**config.mk**
```make
export PLATFORM = sky130hd
export DESIGN_NAME = adcwc_top
export DESIGN_NICKNAME = d
export VERILOG_FILES = /design/src/shared/adcwc_pkg.sv /design/src/adcwc_top.sv /design/src/adcwc_window.sv
export SDC_FILE = /design/constraint.sdc
export NUM_CORES = 1
export LEC_CHECK = 0
export ABC_AREA = 0
export CAP_MARGIN = 20
export CORE_MARGIN = 2
export CORE_UTILIZATION = 40
export CTS_CLUSTER_SIZE = 40
export DETAILED_ROUTE_END_ITERATION = 6
export DONT_BUFFER_PORTS = 1
export GPL_ROUTABILITY_DRIVEN = 0
export PLACE_DENSITY = 0.53
export SETUP_SLACK_MARGIN = 0.1
export SLEW_MARGIN = 10
export SYNTH_ARGS = -nofsm -noshare
export SYNTH_HDL_FRONTEND = slang
export SYNTH_HIERARCHICAL = 1
export SYNTH_SLANG_ARGS = --single-unit
export TNS_END_PERCENT = 30
```
**constraint.sdc**
```tcl
create_clock -name hclk -period 3.2 [get_ports hclk]
set_input_delay 0.32 -clock hclk [delete_from_list [all_inputs] [get_ports hclk]]
set_output_delay 0.32 -clock hclk [all_outputs]
set_load 0.005 [all_outputs]
```
**src/shared/adcwc_pkg.sv**
```systemverilog
package adcwc_pkg;

    // ----------------------------------------------------------------
    // Timing
    // ----------------------------------------------------------------
    // The system clock and the fastest allowed conversion clock, in hertz.
    localparam int unsigned HCLK_HZ = 25_000_000;
    localparam int unsigned SAR_CLK_MAX_HZ = 3_000_000;
    // Divider rounds up so the conversion clock never exceeds its maximum.
    localparam int unsigned SAR_DIV = (HCLK_HZ + SAR_CLK_MAX_HZ - 1) / SAR_CLK_MAX_HZ;
    // Conversion clocks spent on one conversion.
    localparam int unsigned CONV_SAR_CLOCKS = 10;
    // System clock cycles from an accepted start to the result.
    localparam int unsigned CONV_CYCLES = SAR_DIV * CONV_SAR_CLOCKS;
    localparam int CNT_W = 8;
    localparam logic [CNT_W-1:0] CONV_LAST = CNT_W'(CONV_CYCLES - 1);

    // ----------------------------------------------------------------
    // Data widths
    // ----------------------------------------------------------------
    localparam int CODE_W = 10;
    localparam int WORD_W = 16;
    localparam int JUST_SHIFT = WORD_W - CODE_W;

    // ----------------------------------------------------------------
    // Register map, byte offsets within the slave window
    // ----------------------------------------------------------------
    localparam logic [7:0] OFS_CTRL = 8'h00;
    localparam logic [7:0] OFS_MASK = 8'h04;
    localparam logic [7:0] OFS_GREATER = 8'h08;
    localparam logic [7:0] OFS_LESS = 8'h0C;
    localparam logic [7:0] OFS_RESULT = 8'h10;

    // Converter control register fields; the mask register shares the layout.
    localparam int CTRL_DIFF_BIT = 0;
    localparam int CTRL_LEFT_BIT = 1;
    localparam int CTRL_START_BIT = 2;
    localparam int CTRL_HIT_BIT = 3;
    localparam int CTRL_DONE_BIT = 4;

    // Limits reset to an empty inside window so nothing hits after reset.
    localparam logic [WORD_W-1:0] GREATER_RST = 16'h0000;
    localparam logic [WORD_W-1:0] LESS_RST = 16'h0000;

    // ----------------------------------------------------------------
    // Types
    // ----------------------------------------------------------------
    typedef enum logic {
        ST_IDLE = 1'b0,
        ST_CONV = 1'b1
    } adcwc_fsm_t;

    // Held sample from the analog front end with its start strobe.
    typedef struct packed {
        logic start;
        logic [CODE_W-1:0] code;
    } adcwc_sample_t;

    typedef struct packed {
        adcwc_fsm_t fsm;
        logic [CNT_W-1:0] cnt;
        logic [CODE_W-1:0] code;
        logic diff;
        logic left;
        logic hit;
        logic done;
        logic [1:0] mask;
        logic [WORD_W-1:0] greater;
        logic [WORD_W-1:0] less;
        logic [WORD_W-1:0] result;
        logic wr_pend;
        logic [7:0] wr_ofs;
        logic [31:0] rdata;
        logic hready;
        logic hresp;
        logic irq;
    } adcwc_state_t;

    localparam adcwc_state_t STATE_RST = '{
        fsm: ST_IDLE,
        cnt: '0,
        code: '0,
        diff: 1'b0,
        left: 1'b0,
        hit: 1'b0,
        done: 1'b0,
        mask: 2'h0,
        greater: GREATER_RST,
        less: LESS_RST,
        result: '0,
        wr_pend: 1'b0,
        wr_ofs: 8'h00,
        rdata: 32'h0000_0000,
        hready: 1'b1,
        hresp: 1'b0,
        irq: 1'b0
    };

endpackage : adcwc_pkg

```
**src/adcwc_top.sv**
```systemverilog
// Local design decisions: the register offsets and the AHB-Lite slave port.
`timescale 1ns/10ps
module adcwc_top
    import adcwc_pkg::*;
(
    input wire logic hclk,
    input wire logic hresetn,
    input wire logic hsel,
    input wire logic [31:0] haddr,
    input wire logic [1:0] htrans,
    input wire logic hwrite,
    input wire logic [2:0] hsize,
    input wire logic [31:0] hwdata,
    input wire logic hready,
    input wire adcwc_sample_t sample,
    output logic hreadyout,
    output logic [31:0] hrdata,
    output logic hresp,
    output logic irq
);

    adcwc_state_t st_q;
    adcwc_state_t st_d;
    logic fin;
    logic acc;
    logic wr_ctrl;
    logic start;
    logic cmp_hit;
    logic [WORD_W-1:0] res_w;

    // Justify a raw code: sign or zero extend, or shift to the top of the word.
    function automatic logic [WORD_W-1:0] justify(input logic [CODE_W-1:0] code, input logic diff,
                                                  input logic left);
        if (left) begin
            justify = {code, {JUST_SHIFT{1'b0}}};
        end else begin
            justify = {{JUST_SHIFT{diff & code[CODE_W-1]}}, code};
        end
    endfunction : justify

    // ----------------------------------------------------------------
    // Window comparator
    // ----------------------------------------------------------------
    adcwc_window u_window (
        .sample_word(res_w),
        .greater(st_q.greater),
        .less(st_q.less),
        .signed_mode(st_q.diff),
        .hit(cmp_hit)
    );

    // ----------------------------------------------------------------
    // Next state
    // ----------------------------------------------------------------
    // Bus, conversion sequencer and flags share one next-state process.
    always_comb begin
        st_d = st_q;
        fin = (st_q.fsm == ST_CONV) && (st_q.cnt == '0);
        res_w = justify(st_q.code, st_q.diff, st_q.left);
        acc = hsel && htrans[1] && hready;
        wr_ctrl = st_q.wr_pend && (st_q.wr_ofs == OFS_CTRL);
        start = sample.start || (wr_ctrl && hwdata[CTRL_START_BIT]);

        // Address phase: latch write target, fetch read data for the data phase.
        st_d.wr_pend = acc && hwrite;
        if (acc) begin
            st_d.wr_ofs = haddr[7:0];
        end
        st_d.rdata = 32'h0000_0000;
        if (acc && !hwrite) begin
            unique case (haddr[7:0])
                OFS_CTRL: begin
                    st_d.rdata[CTRL_DIFF_BIT] = st_q.diff;
                    st_d.rdata[CTRL_LEFT_BIT] = st_q.left;
                    st_d.rdata[CTRL_START_BIT] = (st_q.fsm == ST_CONV);
                    st_d.rdata[CTRL_HIT_BIT] = st_q.hit;
                    st_d.rdata[CTRL_DONE_BIT] = st_q.done;
                end
                OFS_MASK: begin
                    st_d.rdata[CTRL_HIT_BIT] = st_q.mask[0];
                    st_d.rdata[CTRL_DONE_BIT] = st_q.mask[1];
                end
                OFS_GREATER: st_d.rdata[WORD_W-1:0] = st_q.greater;
                OFS_LESS: st_d.rdata[WORD_W-1:0] = st_q.less;
                OFS_RESULT: st_d.rdata[WORD_W-1:0] = st_q.result;
                default: st_d.rdata = 32'h0000_0000;
            endcase
        end

        // Data phase writes. Flags clear on a written one; a set below wins.
        if (wr_ctrl) begin
            st_d.diff = hwdata[CTRL_DIFF_BIT];
            st_d.left = hwdata[CTRL_LEFT_BIT];
            if (hwdata[CTRL_HIT_BIT]) begin
                st_d.hit = 1'b0;
            end
            if (hwdata[CTRL_DONE_BIT]) begin
                st_d.done = 1'b0;
            end
        end
        if (st_q.wr_pend && (st_q.wr_ofs == OFS_MASK)) begin
            st_d.mask = {hwdata[CTRL_DONE_BIT], hwdata[CTRL_HIT_BIT]};
        end
        if (st_q.wr_pend && (st_q.wr_ofs == OFS_GREATER)) begin
            st_d.greater = hwdata[WORD_W-1:0];
        end
        if (st_q.wr_pend && (st_q.wr_ofs == OFS_LESS)) begin
            st_d.less = hwdata[WORD_W-1:0];
        end

        // Conversion sequencer; a start during a conversion is ignored.
        unique case (st_q.fsm)
            ST_IDLE: begin
                if (start) begin
                    st_d.fsm = ST_CONV;
                    st_d.cnt = CONV_LAST;
                    st_d.code = sample.code;
                end
            end
            ST_CONV: begin
                if (fin) begin
                    st_d.fsm = ST_IDLE;
                    st_d.result = res_w;
                    st_d.done = 1'b1;
                    if (cmp_hit) begin
                        st_d.hit = 1'b1;
                    end
                end else begin
                    st_d.cnt = st_q.cnt - CNT_W'(1);
                end
            end
        endcase

        // The interrupt follows the flags as they will stand next cycle.
        st_d.irq = |({st_d.done, st_d.hit} & st_d.mask);
        st_d.hready = 1'b1;
        st_d.hresp = 1'b0;
    end

    // ----------------------------------------------------------------
    // State register
    // ----------------------------------------------------------------
    // Every field resets to a constant; the analog code is taken only on start.
    always_ff @(posedge hclk or negedge hresetn) begin
        if (!hresetn) begin
            st_q <= STATE_RST;
        end else begin
            st_q <= st_d;
        end
    end

    // Outputs come straight from the state register.
    assign hreadyout = st_q.hready;
    assign hrdata = st_q.rdata;
    assign hresp = st_q.hresp;
    assign irq = st_q.irq;

    localparam int CONV_LAT = int'(CONV_CYCLES);
    localparam int CONV_LAT_M1 = CONV_LAT - 1;
    logic busy;
    logic clr_hit;
    assign busy = (st_q.fsm == ST_CONV);
    assign clr_hit = wr_ctrl && hwdata[CTRL_HIT_BIT];
endmodule : adcwc_top

```
**src/adcwc_window.sv**
```systemverilog
`timescale 1ns/10ps
module adcwc_window
    import adcwc_pkg::*;
(
    input wire logic [WORD_W-1:0] sample_word,
    input wire logic [WORD_W-1:0] greater,
    input wire logic [WORD_W-1:0] less,
    input wire logic signed_mode,
    output logic hit
);

    // Strict less-than, signed or unsigned over the whole justified word.
    function automatic logic below(input logic [WORD_W-1:0] a, input logic [WORD_W-1:0] b, input logic sgn);
        below = sgn ? ($signed(a) < $signed(b)) : (a < b);
    endfunction : below

    // ----------------------------------------------------------------
    // Window decision
    // ----------------------------------------------------------------
    // The order of the two limits alone picks inside or outside; equal limits
    // form an empty inside window, so no result hits.
    always_comb begin
        if (below(less, greater, signed_mode)) begin
            // Outside arrangement: the gap between the limits is the only quiet band.
            hit = below(sample_word, less, signed_mode)
                || below(greater, sample_word, signed_mode);
        end else begin
            hit = below(greater, sample_word, signed_mode) && below(sample_word, less, signed_mode);
        end
    end

endmodule : adcwc_window
```
==> metrics.yaml, run 1 <==
status: "complete, no violations"
drt_iter0_markers: 202
clock-sinks: 99
async_reset_ff_share_pct: 100
multi_input_area_um2: 3000
r2r-end: "irq"
ant_nets: 0
endpoint_kind: "flip-flop"
grt_use_total_pct: 17.5
cts_buffers: 9
clockBufferDepth: 2
via_per_inst: 5.35
critPathLaunch: "st_q[96]"
skew_ps: 7.68
syn_avg_cell_area_um2: 11.0
std_cell_rows: 44
grt_max_degree: 100
crit_arrival_ps: 3160
ios: 120
rsz0062_at_grt: "false"
hold_viol: 0
core_area_um2: 14500
worstSetupPathType: "reg -> reg"
syn-cell-area_um2: 5910
grt_pass1_wl_um: 21700
die_x_um: 126
r2r_start: "st_q[96]"
synth-main-ff-cell: "dfrtp_1"
min_path_type: "in -> reg"
drc: 0
timing.fmax_mhz: 340
worstHoldStart: "hwrite"
powerDensity_nw_per_um2: 424
muxShareOfSynthArea_pct: 18.3
wl_um: 13000
dieArea_um2: 15800
synthSimpleGateAreaFrac_pct: 11.1
fillers: 1380
synth_enable_flop_cells: 0
setup_viol: 0
r2r_setup_slack_ps: 260
area_delta_synth_final_pct: 7.65
crit_end: "irq"
root_buffer: "clkbuf_16"
required_ps: 3420
final_layout_size_suffix_gt1_share_pct: 26.0
initial_utilization_pct: 40.8
vias: 3847
die_y_um: 126
ir_drop_mv: 0.239
port_buffers: 0
dr.pass1.iters: 4
min_period_over_period_pct: 91.8
startpoint_type: "flip-flop"
crit_fanout: 4
cts_tree: "done"
overflow: 0
synth_top_family_by_area: "multiplexers"
clk_pin_slew_ps: 60
htree_levels: 3
antenna_found_initial: 1
p_leak_uw: 0.00301
grt_pass1_vias: 3914
dp_hpwl_um: 9490
min_period_ps: 2940
layout.area.seq_um2: 2480
clock_latency_ps: 350
ys_types: 61
synth_compound_area_share_pct: 8.79
wl_per_cell_um: 18.1
synthAdderAreaFrac_pct: 9.93
yosys_warnings: 6
final_util_pct: 43.9
rr_worst_depth: 9
syn_inst: 535
num-nets-final: 662
maxCapViolCount: 0
ys_seq_elements: 99
worstMarginPinSlew_ps: 488
max-slew-margin-rel_pct: 66.6
synth_xor_area_share_pct: 0.445
finalMaxSlewViolations: 0
setup_tns_ps: 0
synth_seq_area_share_pct: 41.9
## worst max-delay path, cell delays in order, from the launching register on
cell	delay, ps
dfrtp_1	430
mux2_4	340
ha_1	320
nand4_1	100
or4_4	540
a311oi_2	230
o32ai_1	120
maj3_2	330
a221oi_4	260
o32ai_2	130
## power by group
part,switching (uW),internal (uW),total [uW]
sequential,61.5,1300,1360
clock,451,604,1050
combinational,139,140,279
## cells in the mapped netlist, types with 3 or more instances
| cell | n | share of area [%] |
|---|---|---|
| a211o_1 | 3 | 0.44 |
| a21o_1 | 4 | 0.51 |
| a21oi_1 | 13 | 1.1 |
| a22oi_1 | 14 | 1.8 |
| a32oi_1 | 4 | 0.59 |
| buf_2 | 4 | 0.34 |
| buf_4 | 35 | 4.4 |
| buf_6 | 3 | 0.57 |
| clkbuf_1 | 6 | 0.38 |
| dfrtp_1 | 99 | 42 |
| ha_1 | 46 | 9.7 |
| inv_1 | 57 | 3.6 |
| mux2_2 | 76 | 14 |
| mux2_4 | 10 | 2.5 |
| mux2i_1 | 3 | 0.51 |
| nand2_1 | 18 | 1.1 |
| nand2b_1 | 4 | 0.42 |
| nand3_1 | 11 | 0.93 |
| nand4_1 | 7 | 0.74 |
| nor2_1 | 32 | 2.0 |
| nor2b_1 | 10 | 1.1 |
| nor3_1 | 9 | 0.76 |
| o211ai_1 | 4 | 0.51 |
| o21ai_0 | 11 | 0.93 |
| or3_1 | 5 | 0.53 |
## placed cells by master, fill, tap and decap left out, types with 3 or more instances in the layout
cell type | netlist | routed
dfrtp_1 | 99 | 99
inv_1 | 57 | 57
mux2i_1 | 3 | 3
ha_1 | 46 | 46
o21ai_0 | 11 | 10
a21oi_1 | 13 | 13
mux2_2 | 76 | 74
a22oi_1 | 14 | 14
clkbuf_16 | 0 | 9
a211o_1 | 3 | 3
o211ai_1 | 4 | 4
conb_1 | 2 | 18
nand3_1 | 11 | 11
clkbuf_8 | 0 | 4
nand2_1 | 18 | 17
nor2b_2 | 0 | 4
nor3_1 | 9 | 8
a32oi_1 | 4 | 4
buf_4 | 35 | 15
nor2_1 | 32 | 32
nand2b_1 | 4 | 4
mux2_4 | 10 | 12
a21o_1 | 4 | 4
or3_1 | 5 | 5
nor2b_1 | 10 | 6
nand4_1 | 7 | 7
## cells by family after synthesis
kind of cell    after synthesis
compound gates               74
xor+xnor                      3
fa+ha+maj                    47
buf+inv                     105
flops                        99
mux                          91
other cells                   2
simple gates                114
## metal layers
metal	vias up	GRT usage, %	routed length, um	share of wire, %
met1	1912	24.6	6320	49
met2	83	26.4	5770	44
met4	0	6.67	222	1.7
met3	11	3.98	710	5.5
met5	-	0	0	0
li1	1841	-	-	-
## timing repair
action,CTS,global route
hold buffers,2,0
resized for setup,2,12
setup endpoints to repair,1,2
pin swaps,0,3
hold endpoints to repair,99,0
buffers inserted,0,1
## through the flow
step	area [um2]	hold slack [ps]	instances	total power [uW]	setup WS, ps
finish	6360	36.8	719	2700	263
global route	6360	30.9	718	2830	101
CTS	6300	24.0	717	2730	149
detailed placement	5960	26.6	701	1630	57.9
global placement	5960	26.3	701	1620	39.5
floorplan	5970	24.4	551	1590	149
## how the worst min path moves through the flow
stage | cells past startpoint | slack, ps | to
5_1_grt | 1 | 30 | hrdata[4]
3_3_place_gp | 0 | 30 | st_q[113]
2_1_floorplan | 0 | 20 | busy
4_1_cts | 1 | 20 | hrdata[3]
3_5_place_dp | 0 | 30 | st_q[113]
6_report | 1 | 40 | hrdata[3]
## state kept, by name (all words and copies together) (netlist names)
| register | count |
|---|---|
| busy | 1 |
| hrdata | 16 |
| irq | 1 |
| st_q | 81 |
## layout make-up
type | instances | area share [%]
multi-input combinational | 347 | 47.1
sequential | 99 | 39.0
clock buffer | 13 | 4.41
tap | 184 | 3.62
inverter | 57 | 3.36
timing repair buffer | 17 | 2.36
clock inverter | 1 | 0.118
antenna | 1 | 0.0393
Note: power is estimated with default switching activity, not from simulation.
==> run 2: changes to the inputs <==
PLACE_DENSITY = 0.51   (was 0.53)
RECOVER_POWER = 50   (was unset)
clock period = 3.1 ns   (was 3.2 ns; I/O delays follow)
==> metrics.yaml, run 2 (same netlist as run 1, synthesis figures left out) <==
initial_utilization_pct: 40.8
crit_arrival_ps: 3120
p_int_uw: 2210
dieArea_um2: 15800
via_per_inst: 5.32
power_frac_clock_pct: 41.6
min_period_over_period_pct: 93.7
grt_pass1_vias: 4015
comb_power_share_pct: 10.1
holdWs_ps: 24.9
maxCapViolCount: 0
htree_levels: 3
largest_reg_flops: 81
clk_pin_slew_ps: 70
p_leak_uw: 0.00304
final_layout_size_suffix_gt1_share_pct: 27.1
clock_latency_ps: 350
final_cell_mix: "98 x dfrtp_1, 74 x mux2_2, 56 x inv_1"
use_met3_pct: 4.19
required_ps: 3320
status: "complete, no violations"
final_util_pct: 44.4
dp_hpwl_um: 9630
regMostFlops: "st_q"
grt_pass1_wl_um: 22200
worstMarginPinSlew_ps: 1380
cts_buffers: 9
drt_iter0_markers: 234
met2_usage_pct: 27.4
finalWorstSetupSlack_ps: 195
power.share.sequential_pct: 48.3
std_cell_rows: 44
antenna_found_initial: 1
ir_drop_mv: 0.260
rsz0062_at_grt: "false"
setup_viol: 0
switching_share_pct: 24.2
power_uw: 2920
clockBufferDepth: 2
skew_ps: 7.04
powerDensity_nw_per_um2: 454
overflow: 0
min_period_ps: 2910
ios: 120
hold_viol: 0
die_x_um: 126
cts_tree: "done"
dr.pass1.iters: 4
area_delta_synth_final_pct: 8.79
grt_busiest_layer: "met2"
max-slew-margin-rel_pct: 8.15
ant_nets: 0
die_y_um: 126
finalMaxSlewViolations: 0
clock-sinks: 99
drc: 0
timing.fmax_mhz: 344
diodes: 0
setup_tns_ps: 0
grtUsageMet1_pct: 25.2
dpl_worst_slack_ps: -41.3
switching_power_uw: 706
wl_per_cell_um: 18.7
core_area_um2: 14500
crit_fanout: 4
num-nets-final: 665
layout_commonest_cell: "dfrtp_1"
min_path_type: "in -> reg"
startpoint_type: "flip-flop"
vias: 3840
wl_um: 13500
worstSetupPathType: "reg -> reg"
port_buffers: 0
grt_max_degree: 100
root_buffer: "clkbuf_16"
endpoint_kind: "flip-flop"
grt_use_total_pct: 17.9
==> run 2: cell types whose count changed in the layout (fill, tap and decap cells not counted), sizes merged <==
| cell | before | now |
|---|---|---|
| buf | 16 | 18 |
| bufinv | 0 | 2 |
| clkbuf | 13 | 11 |
| clkinv | 0 | 2 |
| diode | 1 | 0 |
==> run 2: path summary, 6_finish.rpt <==
check	startpoint	end	slack, ps	cells past startpoint
worst max-delay path	st_q[96]	irq	190	9
worst min-delay path	hwrite	hrdata[3]	20	1
worst max register to register	st_q[96]	irq	190	9
worst min register to register	st_q[49]	st_q[49]	510	1
max in group asynchronous	hresetn	st_q[96]	1300	2
min in group asynchronous	hresetn	st_q[108]	890	2
==> run 2: routing by layer <==
| layer | vias up | share of wire [%] |
|---|---|---|
| li1 | 1837 | - |
| met1 | 1903 | 49 |
| met2 | 82 | 45 |
| met3 | 16 | 4.7 |
| met4 | 2 | 1.6 |
| met5 | - | 0.081 |
==> run 2: layout make-up <==
cell class,instances,area [um2]
fill,1370,8050
multi-input combinational,347,3020
sequential,99,2480
clock buffer,10,239
tap,184,230
inverter,57,214
timing repair buffer,20,165
clock inverter,5,77.6
==> run 2: metrics by stage <==
stage          instances  instance area (um2)
6_report             722                 6430
3_3_place_gp         703                 5980
5_1_grt              722                 6430
4_1_cts              721                 6360
3_5_place_dp         703                 5980
2_1_floorplan        551                 5970
==> run 2: worst max-delay path, cell delays in order (launching register included) <==
cell and delay (ps):
dfrtp_2 460, mux2_4 330, ha_1 300, nand4_1 110, or4_4 440, a311oi_2 250
o32ai_2 130, maj3_2 350, a221oi_4 290, o32ai_2 120
==> run 2: what timing repair did <==
| item | CTS | global route |
|---|---|---|
| endpoints found under the setup margin | 2 | 2 |
| hold buffers | 2 | 0 |
| setup buffers | 1 | 1 |
| hold endpoints to repair | 99 | 0 |
| pin swaps | 2 | 8 |
| gates resized for setup | 4 | 16 |
==> run 2: power by group through the flow <==
stage                     clock (uW)  sequential [uW]  combinational, uW
after floorplan                    0             1410                226
after detailed placement           0             1430                251
after global routing            1300             1420                335
after global placement             0             1430                245
final                           1210             1410                294
after CTS                       1250             1410                290
